## config.mk

```make
export PLATFORM = sky130hd
export DESIGN_NAME = control_pin_function_select
export DESIGN_NICKNAME = d
export VERILOG_FILES = /design/src/hdl/pin_mux_pkg.sv /design/src/hdl/control_pin_function_select.sv
export SDC_FILE = /design/constraint.sdc
export NUM_CORES = 1
export LEC_CHECK = 0
export BUFFER_PORTS_ARGS = -buffer_cell sky130_fd_sc_hd__buf_4
export CELL_PAD_IN_SITES_DETAIL_PLACEMENT = 0
export CELL_PAD_IN_SITES_GLOBAL_PLACEMENT = 1
export CORE_MARGIN = 2
export CORE_UTILIZATION = 45
export DETAILED_ROUTE_END_ITERATION = 8
export HOLD_SLACK_MARGIN = 0.15
export MAX_ROUTING_LAYER = met4
export PLACE_DENSITY = 0.89
export SLEW_MARGIN = 20
export SYNTH_ARGS = -nofsm -noshare
export SYNTH_HDL_FRONTEND = slang
export SYNTH_SLANG_ARGS = --single-unit
```

## constraint.sdc

```tcl
create_clock -name ref_clk_i -period 9 [get_ports ref_clk_i]
set_input_delay 1.8 -clock ref_clk_i [delete_from_list [all_inputs] [get_ports ref_clk_i]]
set_output_delay 1.8 -clock ref_clk_i [all_outputs]
set_load 0.03 [all_outputs]
```

## src/hdl/pin_mux_pkg.sv

```systemverilog
// constants, codes and carriers for the control pin function selector
package pin_mux_pkg;

  // pin counts and selection code width
  localparam int NUM_PINS = 5;
  localparam int NUM_IO_PINS = 4;
  localparam int SEL_W = 4;

  // timing: reference clock and clock output rates
  localparam int REF_CLK_MHZ = 200;
  localparam int CLK_FAST_MHZ = 48;
  // phase step that overflows a 32-bit accumulator at twice the fastest rate
  localparam logic [31:0] NCO_STEP =
    32'(((64'd1 << 32) * 64'(2 * CLK_FAST_MHZ)) / 64'(REF_CLK_MHZ));

  // activity led pulse: least on time, rounded up to whole cycles
  localparam int LED_ON_NS = 1000;
  localparam int LED_CNT_W = 16;
  localparam logic [LED_CNT_W-1:0] LED_ON_CYCLES =
    LED_CNT_W'((LED_ON_NS * REF_CLK_MHZ + 999) / 1000);

  // pin function codes as held in the configuration store
  typedef enum logic [SEL_W-1:0] {
    FN_LINE_DRV,
    FN_PWR_EN,
    FN_TX_LED,
    FN_RX_LED,
    FN_ANY_LED,
    FN_SUSPEND,
    FN_CLK_48,
    FN_CLK_24,
    FN_CLK_12,
    FN_CLK_6,
    FN_AUX_GPIO,
    FN_BB_WR,
    FN_BB_RD
  } pin_func_t;

  // factory defaults, pin 4 in the top nibble
  localparam logic [NUM_PINS*SEL_W-1:0] SEL_RESET =
    {FN_SUSPEND, FN_PWR_EN, FN_LINE_DRV, FN_RX_LED, FN_TX_LED};

  // apb register byte offsets
  localparam logic [7:0] SEL_OFS = 8'h00;
  localparam logic [7:0] CTRL_OFS = 8'h04;
  localparam logic [7:0] GPIO_OFS = 8'h08;
  localparam logic [7:0] STATUS_OFS = 8'h0C;

  // field positions
  localparam int CTRL_RELOAD_BIT = 0;
  localparam int GPIO_OUT_LSB = 0;
  localparam int GPIO_DIR_LSB = 4;
  localparam int STATUS_CONF_BIT = 0;
  localparam int STATUS_SUSP_BIT = 1;
  localparam int STATUS_TXB_BIT = 2;
  localparam int STATUS_REJ_BIT = 3;
  localparam int STATUS_GPIN_LSB = 4;

  // register reset values
  localparam logic [7:0] GPIO_RESET = 8'h00;

  // usb engine state
  typedef struct packed {
    logic configured;
    logic suspended;
  } usb_state_t;

  // serial side activity
  typedef struct packed {
    logic tx_busy;
    logic host_to_serial;
    logic serial_to_host;
  } serial_act_t;

  // bit-bang engine strobes, active low
  typedef struct packed {
    logic write_n;
    logic read_n;
  } bb_strobe_t;

endpackage

```

## src/hdl/control_pin_function_select.sv

```systemverilog
// control pin function selector with apb status and gpio registers
//
// The APB interface to the registers and the address map were decided locally.
module control_pin_function_select
  import pin_mux_pkg::*;
(
  input wire logic ref_clk_i,
  input wire logic rst_i,
  input wire logic ce_i,
  // configuration store
  input wire logic [NUM_PINS*SEL_W-1:0] cfg_sel_i,
  input wire logic cfg_reload_i,
  // device internals
  input wire usb_state_t usb_state_i,
  input wire serial_act_t serial_act_i,
  input wire bb_strobe_t bb_strobe_i,
  // apb slave
  input wire logic psel_i,
  input wire logic penable_i,
  input wire logic pwrite_i,
  input wire logic [7:0] paddr_i,
  input wire logic [31:0] pwdata_i,
  output logic [31:0] prdata_o,
  output logic pready_o,
  output logic pslverr_o,
  // control pins
  input wire logic [NUM_IO_PINS-1:0] ctrl_pin_i,
  output logic [NUM_PINS-1:0] ctrl_pin_o,
  output logic [NUM_PINS-1:0] ctrl_pin_oe_n_o
);

  // one refused pin code is replaced by that pin's factory default
  function automatic logic [SEL_W-1:0] sanitize(input logic [SEL_W-1:0] code, input int idx);
    logic [SEL_W-1:0] res;
    res = code;
    if (code > FN_BB_RD) begin
      res = SEL_RESET[idx*SEL_W +: SEL_W];
    end else if (idx >= NUM_IO_PINS && (code == FN_AUX_GPIO || code == FN_BB_WR || code == FN_BB_RD)) begin
      res = SEL_RESET[idx*SEL_W +: SEL_W];
    end
    return res;
  endfunction

  // tells whether a code was refused for a pin
  function automatic logic refused(input logic [SEL_W-1:0] code, input int idx);
    return sanitize(code, idx) != code;
  endfunction

  // retriggerable led stretcher
  function automatic logic [LED_CNT_W-1:0] led_next(input logic [LED_CNT_W-1:0] cnt, input logic ev);
    logic [LED_CNT_W-1:0] res;
    res = cnt;
    if (ev) begin
      res = LED_ON_CYCLES;
    end else if (cnt != '0) begin
      res = cnt - LED_CNT_W'(1);
    end
    return res;
  endfunction

  logic [NUM_PINS*SEL_W-1:0] sel_ff;
  logic load_pend_ff;
  logic reject_ff;
  logic [31:0] nco_acc_ff;
  logic [3:0] div_cnt_ff;
  logic [LED_CNT_W-1:0] tx_led_cnt_ff;
  logic [LED_CNT_W-1:0] rx_led_cnt_ff;
  logic [LED_CNT_W-1:0] any_led_cnt_ff;
  logic [NUM_IO_PINS-1:0] gp_s1_ff;
  logic [NUM_IO_PINS-1:0] gp_s2_ff;
  logic [NUM_IO_PINS-1:0] gp_s3_ff;
  logic [NUM_IO_PINS-1:0] gp_in_ff;
  logic [7:0] gpio_ff;
  logic [31:0] prdata_ff;
  logic pready_ff;
  logic pslverr_ff;
  logic [NUM_PINS-1:0] pin_ff;
  logic [NUM_PINS-1:0] oe_n_ff;
  logic [NUM_PINS*SEL_W-1:0] nxt_sel;
  logic nxt_reject;
  logic [NUM_PINS-1:0] nxt_pin;
  logic [NUM_PINS-1:0] nxt_oe_n;
  logic [31:0] nxt_rdata;
  logic [32:0] nco_sum;
  logic addr_hit;
  logic apb_setup;
  logic apb_done;
  logic sw_reload;

  // apb phases; a write or read completes on the access edge with pready high
  assign apb_setup = psel_i && !penable_i;
  assign apb_done = psel_i && penable_i && pready_ff;
  assign sw_reload = apb_done && pwrite_i && paddr_i == CTRL_OFS && pwdata_i[CTRL_RELOAD_BIT];
  assign addr_hit = paddr_i == SEL_OFS || paddr_i == CTRL_OFS || paddr_i == GPIO_OFS || paddr_i == STATUS_OFS;

  // sanitised image of the store, pin by pin
  always_comb begin
    nxt_sel = '0;
    nxt_reject = 1'b0;
    for (int i = 0; i < NUM_PINS; i++) begin
      nxt_sel[i*SEL_W +: SEL_W] = sanitize(cfg_sel_i[i*SEL_W +: SEL_W], i);
      nxt_reject = nxt_reject | refused(cfg_sel_i[i*SEL_W +: SEL_W], i);
    end
  end

  // selection latch: defaults under reset, store copy once released or reloaded
  always_ff @(posedge ref_clk_i or posedge rst_i) begin
    if (rst_i) begin
      sel_ff <= SEL_RESET;
      load_pend_ff <= 1'b1;
      reject_ff <= 1'b0;
    end else if (ce_i) begin
      if (load_pend_ff || cfg_reload_i || sw_reload) begin
        sel_ff <= nxt_sel;
        reject_ff <= nxt_reject;
      end
      load_pend_ff <= 1'b0;
    end
  end

  // clock outputs: phase accumulator overflows at 96 MHz on average, so the
  // counter bits give exact average rates; edges jitter by one ref period
  assign nco_sum = {1'b0, nco_acc_ff} + {1'b0, NCO_STEP};
  always_ff @(posedge ref_clk_i or posedge rst_i) begin
    if (rst_i) begin
      nco_acc_ff <= '0;
      div_cnt_ff <= '0;
    end else if (ce_i) begin
      if (usb_state_i.suspended) begin
        nco_acc_ff <= '0;
        div_cnt_ff <= '0;
      end else begin
        nco_acc_ff <= nco_sum[31:0];
        if (nco_sum[32]) begin
          div_cnt_ff <= div_cnt_ff + 4'h1;
        end
      end
    end
  end

  // activity led stretchers keep a single-cycle event visible to the eye
  always_ff @(posedge ref_clk_i or posedge rst_i) begin
    if (rst_i) begin
      tx_led_cnt_ff <= '0;
      rx_led_cnt_ff <= '0;
      any_led_cnt_ff <= '0;
    end else if (ce_i) begin
      tx_led_cnt_ff <= led_next(tx_led_cnt_ff, serial_act_i.host_to_serial);
      rx_led_cnt_ff <= led_next(rx_led_cnt_ff, serial_act_i.serial_to_host);
      any_led_cnt_ff <= led_next(any_led_cnt_ff,
        serial_act_i.host_to_serial | serial_act_i.serial_to_host);
    end
  end

  // pin input synchroniser; a change counts once the second and third stages agree
  always_ff @(posedge ref_clk_i or posedge rst_i) begin
    if (rst_i) begin
      gp_s1_ff <= '0;
      gp_s2_ff <= '0;
      gp_s3_ff <= '0;
      gp_in_ff <= '0;
    end else if (ce_i) begin
      gp_s1_ff <= ctrl_pin_i;
      gp_s2_ff <= gp_s1_ff;
      gp_s3_ff <= gp_s2_ff;
      for (int i = 0; i < NUM_IO_PINS; i++) begin
        if (gp_s2_ff[i] == gp_s3_ff[i]) begin
          gp_in_ff[i] <= gp_s3_ff[i];
        end
      end
    end
  end

  // gpio output value and direction, written over apb
  always_ff @(posedge ref_clk_i or posedge rst_i) begin
    if (rst_i) begin
      gpio_ff <= GPIO_RESET;
    end else if (ce_i) begin
      if (apb_done && pwrite_i && paddr_i == GPIO_OFS) begin
        gpio_ff <= pwdata_i[7:0];
      end
    end
  end

  // read data mux, sampled in the setup cycle
  always_comb begin
    nxt_rdata = '0;
    case (paddr_i)
      SEL_OFS: begin
        nxt_rdata[NUM_PINS*SEL_W-1:0] = sel_ff;
      end
      GPIO_OFS: begin
        nxt_rdata[7:0] = gpio_ff;
      end
      STATUS_OFS: begin
        nxt_rdata[STATUS_CONF_BIT] = usb_state_i.configured;
        nxt_rdata[STATUS_SUSP_BIT] = usb_state_i.suspended;
        nxt_rdata[STATUS_TXB_BIT] = serial_act_i.tx_busy;
        nxt_rdata[STATUS_REJ_BIT] = reject_ff;
        nxt_rdata[STATUS_GPIN_LSB +: NUM_IO_PINS] = gp_in_ff;
      end
      default: begin
        nxt_rdata = '0;
      end
    endcase
  end

  // apb answer: one wait-free access phase after every setup
  always_ff @(posedge ref_clk_i or posedge rst_i) begin
    if (rst_i) begin
      pready_ff <= 1'b0;
      pslverr_ff <= 1'b0;
      prdata_ff <= '0;
    end else if (ce_i) begin
      pready_ff <= apb_setup;
      if (apb_setup) begin
        pslverr_ff <= !addr_hit;
        prdata_ff <= nxt_rdata;
      end else if (apb_done) begin
        pslverr_ff <= 1'b0;
        prdata_ff <= '0;
      end
    end
  end

  // per-pin function mux; unused pins default to driven high
  always_comb begin
    nxt_pin = '1;
    nxt_oe_n = '0;
    for (int i = 0; i < NUM_PINS; i++) begin
      case (pin_func_t'(sel_ff[i*SEL_W +: SEL_W]))
        FN_LINE_DRV: begin
          nxt_pin[i] = serial_act_i.tx_busy;
        end
        FN_PWR_EN: begin
          nxt_pin[i] = !(usb_state_i.configured && !usb_state_i.suspended);
        end
        FN_TX_LED: begin
          nxt_pin[i] = tx_led_cnt_ff == '0;
        end
        FN_RX_LED: begin
          nxt_pin[i] = rx_led_cnt_ff == '0;
        end
        FN_ANY_LED: begin
          nxt_pin[i] = any_led_cnt_ff == '0;
        end
        FN_SUSPEND: begin
          nxt_pin[i] = !usb_state_i.suspended;
        end
        FN_CLK_48: begin
          nxt_pin[i] = div_cnt_ff[0];
        end
        FN_CLK_24: begin
          nxt_pin[i] = div_cnt_ff[1];
        end
        FN_CLK_12: begin
          nxt_pin[i] = div_cnt_ff[2];
        end
        FN_CLK_6: begin
          nxt_pin[i] = div_cnt_ff[3];
        end
        FN_AUX_GPIO: begin
          if (i < NUM_IO_PINS) begin
            nxt_pin[i] = gpio_ff[GPIO_OUT_LSB + i];
            nxt_oe_n[i] = !gpio_ff[GPIO_DIR_LSB + i];
          end
        end
        FN_BB_WR: begin
          nxt_pin[i] = bb_strobe_i.write_n;
        end
        FN_BB_RD: begin
          nxt_pin[i] = bb_strobe_i.read_n;
        end
        default: begin
          nxt_pin[i] = 1'b1;
        end
      endcase
    end
  end

  // pins leave straight from flops, so each function is one cycle late
  always_ff @(posedge ref_clk_i or posedge rst_i) begin
    if (rst_i) begin
      pin_ff <= '1;
      oe_n_ff <= '0;
    end else if (ce_i) begin
      pin_ff <= nxt_pin;
      oe_n_ff <= nxt_oe_n;
    end
  end

  assign ctrl_pin_o = pin_ff;
  assign ctrl_pin_oe_n_o = oe_n_ff;
  assign prdata_o = prdata_ff;
  assign pready_o = pready_ff;
  assign pslverr_o = pslverr_ff;

endmodule

```

==> metrics.md, run 1 <==
| Metric | Value |
|---|---|
| Site Rows | between 50 and 60 |
| Hold WC Path Type | reg2reg |
| CP arrival | a little over 4 ns |
| Vias in the first global route | 7217 |
| Ys flop type | dfrtp_1 |
| Asr flop ratio synth | 100% |
| Avg WL per Cell | around 17 um |
| Syn Inst Count | about 960 |
| Worst Path Buf+Inv | 2 |
| Antenna Nets Post-Route | 0 |
| Post-synthesis sequential area ratio | ~45% |
| Post-synth EDFFs | 0 |
| Synth warn | 0 |
| Via total after detailed routing | about 7.7k |
| First-pass GRT wire length | between 30000 and 40000 um |
| Die area | roughly 21000 um^2 |
| HPWL Detailed | 15300 um |
| Initial Util | 46.1% |
| Crit end category | flop |
| Startpoint Class | primary input |
| Minimum clock period | 3.79 ns |
| # fillers | about 1.8k |
| Largest family of logic cells by synthesized area | compound AO/OA/AOI/OAI gates |
| Num CTS Buffers | 17 |
| XOR/XNOR Fraction of Synth Area | under 10% |
| Status | finished, final reports clean |
| Register Area | roughly 4000 um^2 |
| Max_slew headroom | about a third |
| Initial antenna violation count | 0 |
| Wirelength, routed | about 22000 um |
| Clk buf depth | 2 |
| Netlist cell types | 79 |
| Final Skew | ~0.0086 ns |
| Final-report setup violation count | 0 |
| Pwr dens | 214 nW/um^2 |
| Most frequent CP cell | buf_4 |
| Most common cell after layout, fill and taps aside | dfrtp_1 |
| Hold_ws | between 0.4 and 0.5 ns |
| Die Span Y | approximately 150 um |
| Routability Congestion | roughly 0.91 |
| Vias/cell | 5.95 |
| Synthesized-area fraction occupied by adder cells | 0.695% |
| Post-CTS setup buffer count | 0 |
| Final Hold Viols | 0 |
| Worst vdd ir | around 160 uV |
| CTS tree | yes |
| Largest net degree at the start of global routing | 115 |
| Final period util | 42.1% |
| Post_cts resized | 0 |
| Nets | ~1.1k |
| Critical setup path kind | in2reg |
| Port bufs | 84 |
| CTS root buf | clkbuf_16 |
| Most frequent cells in the layout | 148 x dfrtp_1, 92 x buf_4, 72 x nor2_1 |
| H-tree Lvls | 4 |
| # diodes | 0 |
| Max cap viols | 0 |
| Mapped cell area | roughly 9000 um^2 |
| Crit path largest cell delay | between 0.8 and 0.9 ns |
| IO Pins | between 100 and 150 |
| Cell Chain, Critical Path | buf_4 -> buf_4 -> nand3_1 -> nor3_1 -> a22o_1 |
| Core ar. | a little under 20000 um^2 |
| CP Max Fanout | between 40 and 50 |
| Multi-input gate area | around 4600 um^2 |
| Die X | ~150 um |
| Worst-margin pin slew | between 0.9 and 1 ns |
| DRC Markers | 0 |
| Final TNS setup | 0 ns |
| Yosys reg bits | between 150 and 200 |
| Clock-pin slew on the worst setup and hold paths | around 0.06 ns |
| CP required | around 9.4 ns |
| RSZ-0062 raised after global routing | false |
| Detailed Routing Iterations Pass 1 | 5 |
| P&R area growth vs syn | 15.2% |
| Sink Count | between 150 and 200 |
| Initial drt markers | roughly 550 |
| Post-Synth Simple-Gate Area | between 10% and 20% |
| Multiplexer share of the synthesized area | ~7.5% |
| Final Max Tran Viols | 0 |
| Hold_buf cts | 0 |
| Worst-Skew Late Latency | about 0.42 ns |
| Ratio of cells with drive above 1 in the final layout | between 10% and 20% |
| GRT Total Usage | ~22% |
| Static Leakage | around 4.5 nW |
| CP delay by family, top | simple AND/OR/NAND/NOR gates |
| Avg Cell Area, Syn | about 9.4 um^2 |
| Top achievable clock speed | around 260 MHz |
| Grt ovf | 0 |
| Crit-path slowest cell | nor3_1 |
| Compound-Gate Fraction of Synth Area | between 20% and 30% |
[layout make-up]
cell class / count / share of cell area, %
Multi-Input combinational cell: 689 / 43.9
Sequential cell: 160 / 38.8
Timing Repair Buffer: 92 / 6.66
Clock buffer: 27 / 4.75
Tap cell: 265 / 3.20
Inverter: 51 / 1.92
Clock inverter: 5 / 0.772
[metrics by stage]
step / power, mW / std cells / area, um^2 / setup WS [ns] / utilization, %
finish: 2.22 / 1289 / 10400 / 5.21 / 53.1
global route: 2.35 / 1289 / 10400 / 5.06 / 53.1
CTS: 2.23 / 1289 / 10400 / 5.23 / 53.1
detailed placement: 1.52 / 1257 / 9790 / 4.79 / 50.2
global placement: 1.50 / 1257 / 9790 / 4.87 / 50.2
floorplan: 1.36 / 967 / 9040 / 2.90 / -
[layer usage]
| layer | share of wire (%) | up-vias | global-route usage, % | wire length [um] |
|---|---|---|---|---|
| met3 | 4.2 | 28 | 3.45 | 949 |
| li1 | - | 3649 | - | - |
| met1 | 48 | 3780 | 30.8 | 10700 |
| met5 | 0 | - | - | 0 |
| met4 | 1.7 | 0 | 6.96 | 372 |
| met2 | 46 | 215 | 33.6 | 10300 |
[cells by family after synthesis]
| kind of cell | after synthesis |
|---|---|
| other | 1 |
| xor gates and xnor gates | 20 |
| buffers and inverters | 118 |
| AOI/OAI and AO/OA | 277 |
| and+or+nand+nor | 311 |
| adders and majority gates | 5 |
| DFF | 160 |
| muxes | 63 |
[power by group]
part	total, mW	switching [mW]	internal, mW
Clock	0.704	0.273	0.431
Sequential	0.998	0.161	0.837
Combinational	0.516	0.295	0.221
Total	2.22	0.729	1.49
[worst reg2reg max path: stages, from the launching register on]
cell and delay, ns:
dfrtp_1 0.41, nor4_1 0.80, o211ai_1 0.43, a21o_1 0.29, a2111oi_0 0.56, mux2i_1 0.25
[cells in the mapped netlist, types with 20 or more instances]
master    instances  share of area (%)
nand2_1          67                2.8
dfrtp_1         148                 41
clkbuf_1         47                2.0
mux2_2           35                4.4
mux2i_1          28                3.1
nor2_1           72                3.0
nor4_1           24                1.7
a22o_1           38                3.7
nand3_1          24                1.3
nor3_1           21                1.2
inv_1            49                2.0
o211ai_1         21                1.8
a21oi_1          39                2.2
o21ai_0          68                3.8
xor2_1           20                1.9
[sequential cells by signal, summed over array words and instances, names as in the netlist, 4 cells and up]
register	count
nco_acc_ff	31
prdata_o	20
sel_ff	20
any_led_cnt_ff	16
rx_led_cnt_ff	16
tx_led_cnt_ff	16
gpio_ff	8
ctrl_pin_o	5
ctrl_pin_oe_n_o	4
div_cnt_ff	4
gp_in_ff	4
gp_s1_ff	4
gp_s2_ff	4
gp_s3_ff	4
[path summary, 6_finish.rpt]
path / startpoint / end / slack, ns / cells past startpoint
setup / recovery: ce_i / prdata_o[6]$_DFFE_PP0P_ / 5.21 / 5
hold / removal: ctrl_pin_o[3]$_DFFE_PP1P_ / ctrl_pin_o[3]$_DFFE_PP1P_ / 0.50 / 2
setup reg to reg: nco_acc_ff[10]$_DFFE_PP0P_ / nco_acc_ff[29]$_DFFE_PP0P_ / 6.20 / 5
hold reg to reg: ctrl_pin_o[3]$_DFFE_PP1P_ / ctrl_pin_o[3]$_DFFE_PP1P_ / 0.50 / 2
max in group asynchronous: rst_i / any_led_cnt_ff[12]$_DFFE_PP0P_ / 6.35 / 3
min in group asynchronous: rst_i / nco_acc_ff[29]$_DFFE_PP0P_ / 1.52 / 2
(Power assumes the default switching activity.)
==> run 2: changes to the inputs <==
--- a/config.mk
+++ b/config.mk
@@ -9,11 +9,11 @@
 export CELL_PAD_IN_SITES_DETAIL_PLACEMENT = 0
 export CELL_PAD_IN_SITES_GLOBAL_PLACEMENT = 1
 export CORE_MARGIN = 2
-export CORE_UTILIZATION = 45
+export CORE_UTILIZATION = 40
 export DETAILED_ROUTE_END_ITERATION = 8
 export HOLD_SLACK_MARGIN = 0.15
 export MAX_ROUTING_LAYER = met4
-export PLACE_DENSITY = 0.89
+export PLACE_DENSITY = 0.84
 export SLEW_MARGIN = 20
 export SYNTH_ARGS = -nofsm -noshare
 export SYNTH_HDL_FRONTEND = slang
==> constraint.sdc (replaced) <==
create_clock -name ref_clk_i -period 3.1 [get_ports ref_clk_i]
set_input_delay 0.62 -clock ref_clk_i [delete_from_list [all_inputs] [get_ports ref_clk_i]]
set_output_delay 0.62 -clock ref_clk_i [all_outputs]
set_load 0.03 [all_outputs]
==> metrics.md, run 2 (synthesis gave the netlist of run 1 again) <==
| Metric | Value |
|---|---|
| CP Max Fanout | 10 |
| Nets | around 1.1k |
| Avg WL per Cell | about 18 um |
| Initial Util | between 40% and 50% |
| Most frequent cells in the layout | 148 x dfrtp_1, 105 x buf_4, 72 x nor2_1 |
| Vias in the first global route | 7319 |
| Final Cell Area | around 11000 um^2 |
| Detailed Routing Iterations Pass 1 | 5 |
| Critical setup path kind | reg2reg |
| CP arrival | around 2.9 ns |
| Placed inst area | about 10000 um^2 |
| Port bufs | 84 |
| First-pass GRT wire length | 38900 um |
| Die X | 154 um |
| Final Hold Viols | 0 |
| Hold_buf cts | 0 |
| Grt ovf | 0 |
| Num CTS Buffers | 17 |
| Post_cts resized | 0 |
| Most common cell after layout, fill and taps aside | dfrtp_1 |
| # diodes | 0 |
| Max reg flops | 31 |
| Initial drt markers | just under 600 |
| Final-report setup violation count | 0 |
| DRC Markers | 0 |
| Clk buf depth | 2 |
| Cell Chain, Critical Path | or4_4 -> or4_1 -> o21ai_4 -> nor2_1 -> mux2_2 |
| Status | finished, final reports clean |
| Static Leakage | between 4 and 5 nW |
| Initial antenna violation count | 0 |
| CTS root buf | clkbuf_16 |
| HPWL Detailed | 16400 um |
| Final Skew | 0.0142 ns |
| Pwr dens | 621 nW/um^2 |
| Ratio of cells with drive above 1 in the final layout | between 10% and 20% |
| Top achievable clock speed | between 300 and 400 MHz |
| Startpoint Class | flop |
| GRT Total Usage | 20.9% |
| Max_slew headroom | 36.4% |
| Sink Count | 160 |
| Top reg by flops | nco_acc_ff |
| Wirelength, routed | approximately 23000 um |
| Routability Congestion | 0.860 |
| RSZ-0062 raised after global routing | false |
| H-tree Lvls | 4 |
| Antenna Nets Post-Route | 0 |
| Final Max Tran Viols | 0 |
| Worst-Skew Late Latency | approximately 0.43 ns |
| Final period util | between 80 and 90% |
| Max cap viols | 0 |
| Post-CTS setup buffer count | 0 |
| Final TNS setup | 0 ns |
| Crit-path slowest cell | or4_1 |
| Site Rows | 54 |
| Core ar. | 22000 um^2 |
| Crit end category | flop |
| Hold WC Path Type | in2async |
| Clock-pin slew on the worst setup and hold paths | ~0.070 ns |
| P&R area growth vs syn | 17.2% |
| CTS tree | yes |
| Vias/cell | just under 6 |
| Worst vdd ir | 357 uV |
| Largest net degree at the start of global routing | a little under 60 |
| Minimum clock period | approximately 2.6 ns |
| Worst-margin pin slew | around 0.94 ns |
| CP required | roughly 3.4 ns |
| Die area | about 24000 um^2 |
| Crit path largest cell delay | about 0.73 ns |
| Die Span Y | 154 um |
| Via total after detailed routing | roughly 7.7k |
| IO Pins | 122 |
-- run 2: worst max-delay path: cells and delay by family, from the launching register on --
kind	cells	cell delay [ns]
muxes	1	0.27
AOI/OAI and AO/OA	1	0.34
DFF	1	0.43
and+or+nand+nor	3	1.41
-- run 2: stage by stage --
stage                     util (%)  instances  power, mW  worst slack [ns]  hold slack [ns]
after CTS                     48.0       1320       6.57             0.556            0.330
after detailed placement      45.4       1288       4.45             0.578            0.468
after global routing          48.0       1320       6.95             0.352            0.356
after global placement        45.4       1288       4.42             0.572            0.472
final                         48.0       1320       6.55             0.549            0.307
after floorplan                  -        967       3.95             0.461            0.446
-- run 2: power by group --
part           switching [mW]  internal, mW
sequential              0.465          2.43
clock                   0.912          1.20
combinational           0.868         0.676
total                    2.24          4.30
-- run 2: final timing paths --
check                                               startpoint  slack (ns)                             end  cells after the start
worst min-delay path                                     rst_i        0.31           pslverr_o$_DFFE_PP0P_                      2
min in group ref_clk_i                             pwdata_i[3]        0.42          gpio_ff[3]$_DFFE_PP0P_                      2
worst max register to register    rx_led_cnt_ff[7]$_DFFE_PP0P_        0.55    rx_led_cnt_ff[0]$_DFFE_PP0P_                      5
worst max-delay path              rx_led_cnt_ff[7]$_DFFE_PP0P_        0.55    rx_led_cnt_ff[0]$_DFFE_PP0P_                      5
worst min register to register  ctrl_pin_oe_n_o[0]$_DFFE_PP0P_        0.49  ctrl_pin_oe_n_o[0]$_DFFE_PP0P_                      2
max in group asynchronous                                rst_i        2.02       ctrl_pin_o[4]$_DFFE_PP1P_                      3
-- run 2: cell type report --
cell class / count / area [um^2]
clock buffers: 18 / 429
clock inverters: 14 / 158
fillers: 2047 / 11400
inverters: 51 / 195
multi-input cells: 689 / 4550
flip-flops and latches: 160 / 4020
well taps: 280 / 350
repair buffers: 108 / 848
-- run 2: per-layer routing --
metal,share of wire (%),track usage [%],vias up
met3,4.3,3.16,30
li1,-,-,3689
met4,1.6,6.32,0
met2,45,30.9,215
met1,49,29.7,3798
met5,0,-,-
==> run 3: changes to the inputs <==
--- a/config.mk
+++ b/config.mk
@@ -9,11 +9,11 @@
 export CELL_PAD_IN_SITES_DETAIL_PLACEMENT = 0
 export CELL_PAD_IN_SITES_GLOBAL_PLACEMENT = 1
 export CORE_MARGIN = 2
-export CORE_UTILIZATION = 40
+export CORE_UTILIZATION = 45
 export DETAILED_ROUTE_END_ITERATION = 8
 export HOLD_SLACK_MARGIN = 0.15
 export MAX_ROUTING_LAYER = met4
-export PLACE_DENSITY = 0.84
+export PLACE_DENSITY = 0.89
 export SLEW_MARGIN = 20
 export SYNTH_ARGS = -nofsm -noshare
 export SYNTH_HDL_FRONTEND = slang
==> constraint.sdc (replaced) <==
create_clock -name ref_clk_i -period 2.6 [get_ports ref_clk_i]
set_input_delay 0.52 -clock ref_clk_i [delete_from_list [all_inputs] [get_ports ref_clk_i]]
set_output_delay 0.52 -clock ref_clk_i [all_outputs]
set_load 0.03 [all_outputs]
==> metrics.md, run 3 (synthesis gave the netlist of run 1 again) <==
| Metric | Value |
|---|---|
| Status | finished, final reports clean |
| Max reg flops | 31 |
| Pre-CTS setup slack | between 0.2 and 0.25 ns |
| Most frequent cells in the layout | 148 x dfrtp_1, 126 x buf_4, 72 x nor2_1 |
| Crit path largest cell delay | ~0.57 ns |
| CP arrival | roughly 2.7 ns |
| H-tree Lvls | 4 |
| Vias/cell | approximately 5.9 |
| Die area | around 21000 um^2 |
| HPWL Detailed | roughly 16000 um |
| Multi-input gate area | roughly 4500 um^2 |
| Post-layout util | 54.7% |
| Worst-Skew Late Latency | between 0.4 and 0.5 ns |
| Via total after detailed routing | around 7.8k |
| Static Leakage | 4.73 nW |
| Initial Util | 46.1% |
| Core ar. | about 20000 um^2 |
| Top reg by flops | nco_acc_ff |
| Avg WL per Cell | ~18 um |
| Clock-pin slew on the worst setup and hold paths | 0.07 ns |
| Critical setup path kind | reg2reg |
| # diodes | 0 |
| Hold_buf cts | 0 |
| Final non-filler cell total | 1325 |
| Die X | around 150 um |
| Sink Count | 160 |
| Routability Congestion | approximately 0.92 |
| Worst Path Buf+Inv | 0 |
| Post-CTS setup buffer count | 0 |
| Largest net degree at the start of global routing | roughly 100 |
| Final period util | 92.5% |
| Final Max Tran Viols | 0 |
| Worst-margin pin slew | between 0.6 and 0.7 ns |
| Antenna Nets Post-Route | 0 |
| Detailed Routing Iterations Pass 1 | 6 |
| Vias in the first global route | between 7k and 8k |
| Met1 Wirelength | 11000 um |
| Clk buf depth | 2 |
| Met2 WL | 10900 um |
| Final-report setup violation count | 0 |
| Post_cts resized | 0 |
| Wirelength, routed | 23300 um |
| Crit end category | flop |
| DR top layer | met4 |
| Grt ovf | 0 |
| CP delay by family, top | simple AND/OR/NAND/NOR gates |
| Setup ws final | just under 0.2 ns |
| Placed inst area | around 10000 um^2 |
| IO Pins | 122 |
| Startpoint Class | flop |
| Max_slew headroom | 54.0% |
| Initial drt markers | around 560 |
| CTS root buf | clkbuf_16 |
| Initial antenna violation count | 0 |
| Nets | between 1k and 1.5k |
| Most common cell after layout, fill and taps aside | dfrtp_1 |
| Max cap viols | 0 |
| Placed cell count | approximately 1.3k |
| GRT Total Usage | a little under a quarter |
| Ratio of cells with drive above 1 in the final layout | about a fifth |
| # fillers | about 1.8k |
| P&R area growth vs syn | 18.8% |
| RSZ-0062 raised after global routing | false |
| CP required | 2.91 ns |
| Minimum clock period | between 2 and 2.5 ns |
| CTS tree | yes |
| Port bufs | 84 |
| DR WL met3 | 985 um |
| Final Hold Viols | 0 |
| Final Skew | 0.0104 ns |
| Final Cell Area | about 11000 um^2 |
| Die Span Y | 145 um |
| Top achievable clock speed | about 420 MHz |
| DRC Markers | 0 |
| Most frequent CP cell | or3_1 |
| CP Max Fanout | 5 |
| Site Rows | 51 |
| Hold_ws | approximately 0.16 ns |
| First-pass GRT wire length | between 30000 and 40000 um |
| Hold WC Path Type | in2async |
| Register Area | 4020 um^2 |
| Num CTS Buffers | 17 |
| Crit-path slowest cell | a2111oi_2 |
| Cell Chain, Critical Path | or3_1 -> or3_1 -> a2111oi_2 -> o21ai_1 -> mux2_2 |
| Total power | 7.98 mW |
| Pwr dens | roughly 750 nW/um^2 |
| Worst vdd ir | ~480 uV |
| Final TNS setup | 0 ns |
[run 3: report_power, final]
group          total, mW  internal [mW]  switching (mW)
clock               2.61           1.53            1.08
sequential          3.45           2.89           0.552
combinational       1.92          0.856            1.07
total               7.98           5.28            2.69
[run 3: cell type report]
| class | count | area share (%) |
|---|---|---|
| clock buffer | 18 | 4.01 |
| tap | 265 | 3.10 |
| sequential | 160 | 37.6 |
| clock inverter | 14 | 1.69 |
| inverter | 51 | 1.83 |
| multi-input combinational | 689 | 42.6 |
| timing repair buffer | 128 | 9.22 |
[run 3: path summary, 6_finish.rpt]
check | to | cells past startpoint | slack, ns | start
setup / recovery | div_cnt_ff[0]$_DFFE_PP0P_ | 5 | 0.19 | nco_acc_ff[28]$_DFFE_PP0P_
hold reg to reg | ctrl_pin_oe_n_o[0]$_DFFE_PP0P_ | 2 | 0.49 | ctrl_pin_oe_n_o[0]$_DFFE_PP0P_
setup reg to reg | div_cnt_ff[0]$_DFFE_PP0P_ | 5 | 0.19 | nco_acc_ff[28]$_DFFE_PP0P_
min in group ref_clk_i | gp_s1_ff[1]$_DFFE_PP0P_ | 2 | 0.33 | ctrl_pin_i[1]
hold / removal | sel_ff[12]$_DFFE_PP1P_ | 2 | 0.16 | rst_i
max in group asynchronous | any_led_cnt_ff[10]$_DFFE_PP0P_ | 3 | 1.85 | rst_i
[run 3: worst register-to-register path, stage by stage (launching register included)]
cell	delay [ns]
dfrtp_1	0.41
or3_1	0.43
or3_1	0.37
a2111oi_2	0.57
o21ai_1	0.21
mux2_2	0.31
[run 3: layer usage]
| layer | vias to the layer above | GRT usage (%) |
|---|---|---|
| li1 | 3719 | - |
| met1 | 3864 | 31.6 |
| met2 | 218 | 35.0 |
| met3 | 34 | 3.98 |
| met4 | 0 | 7.01 |
| met5 | - | - |
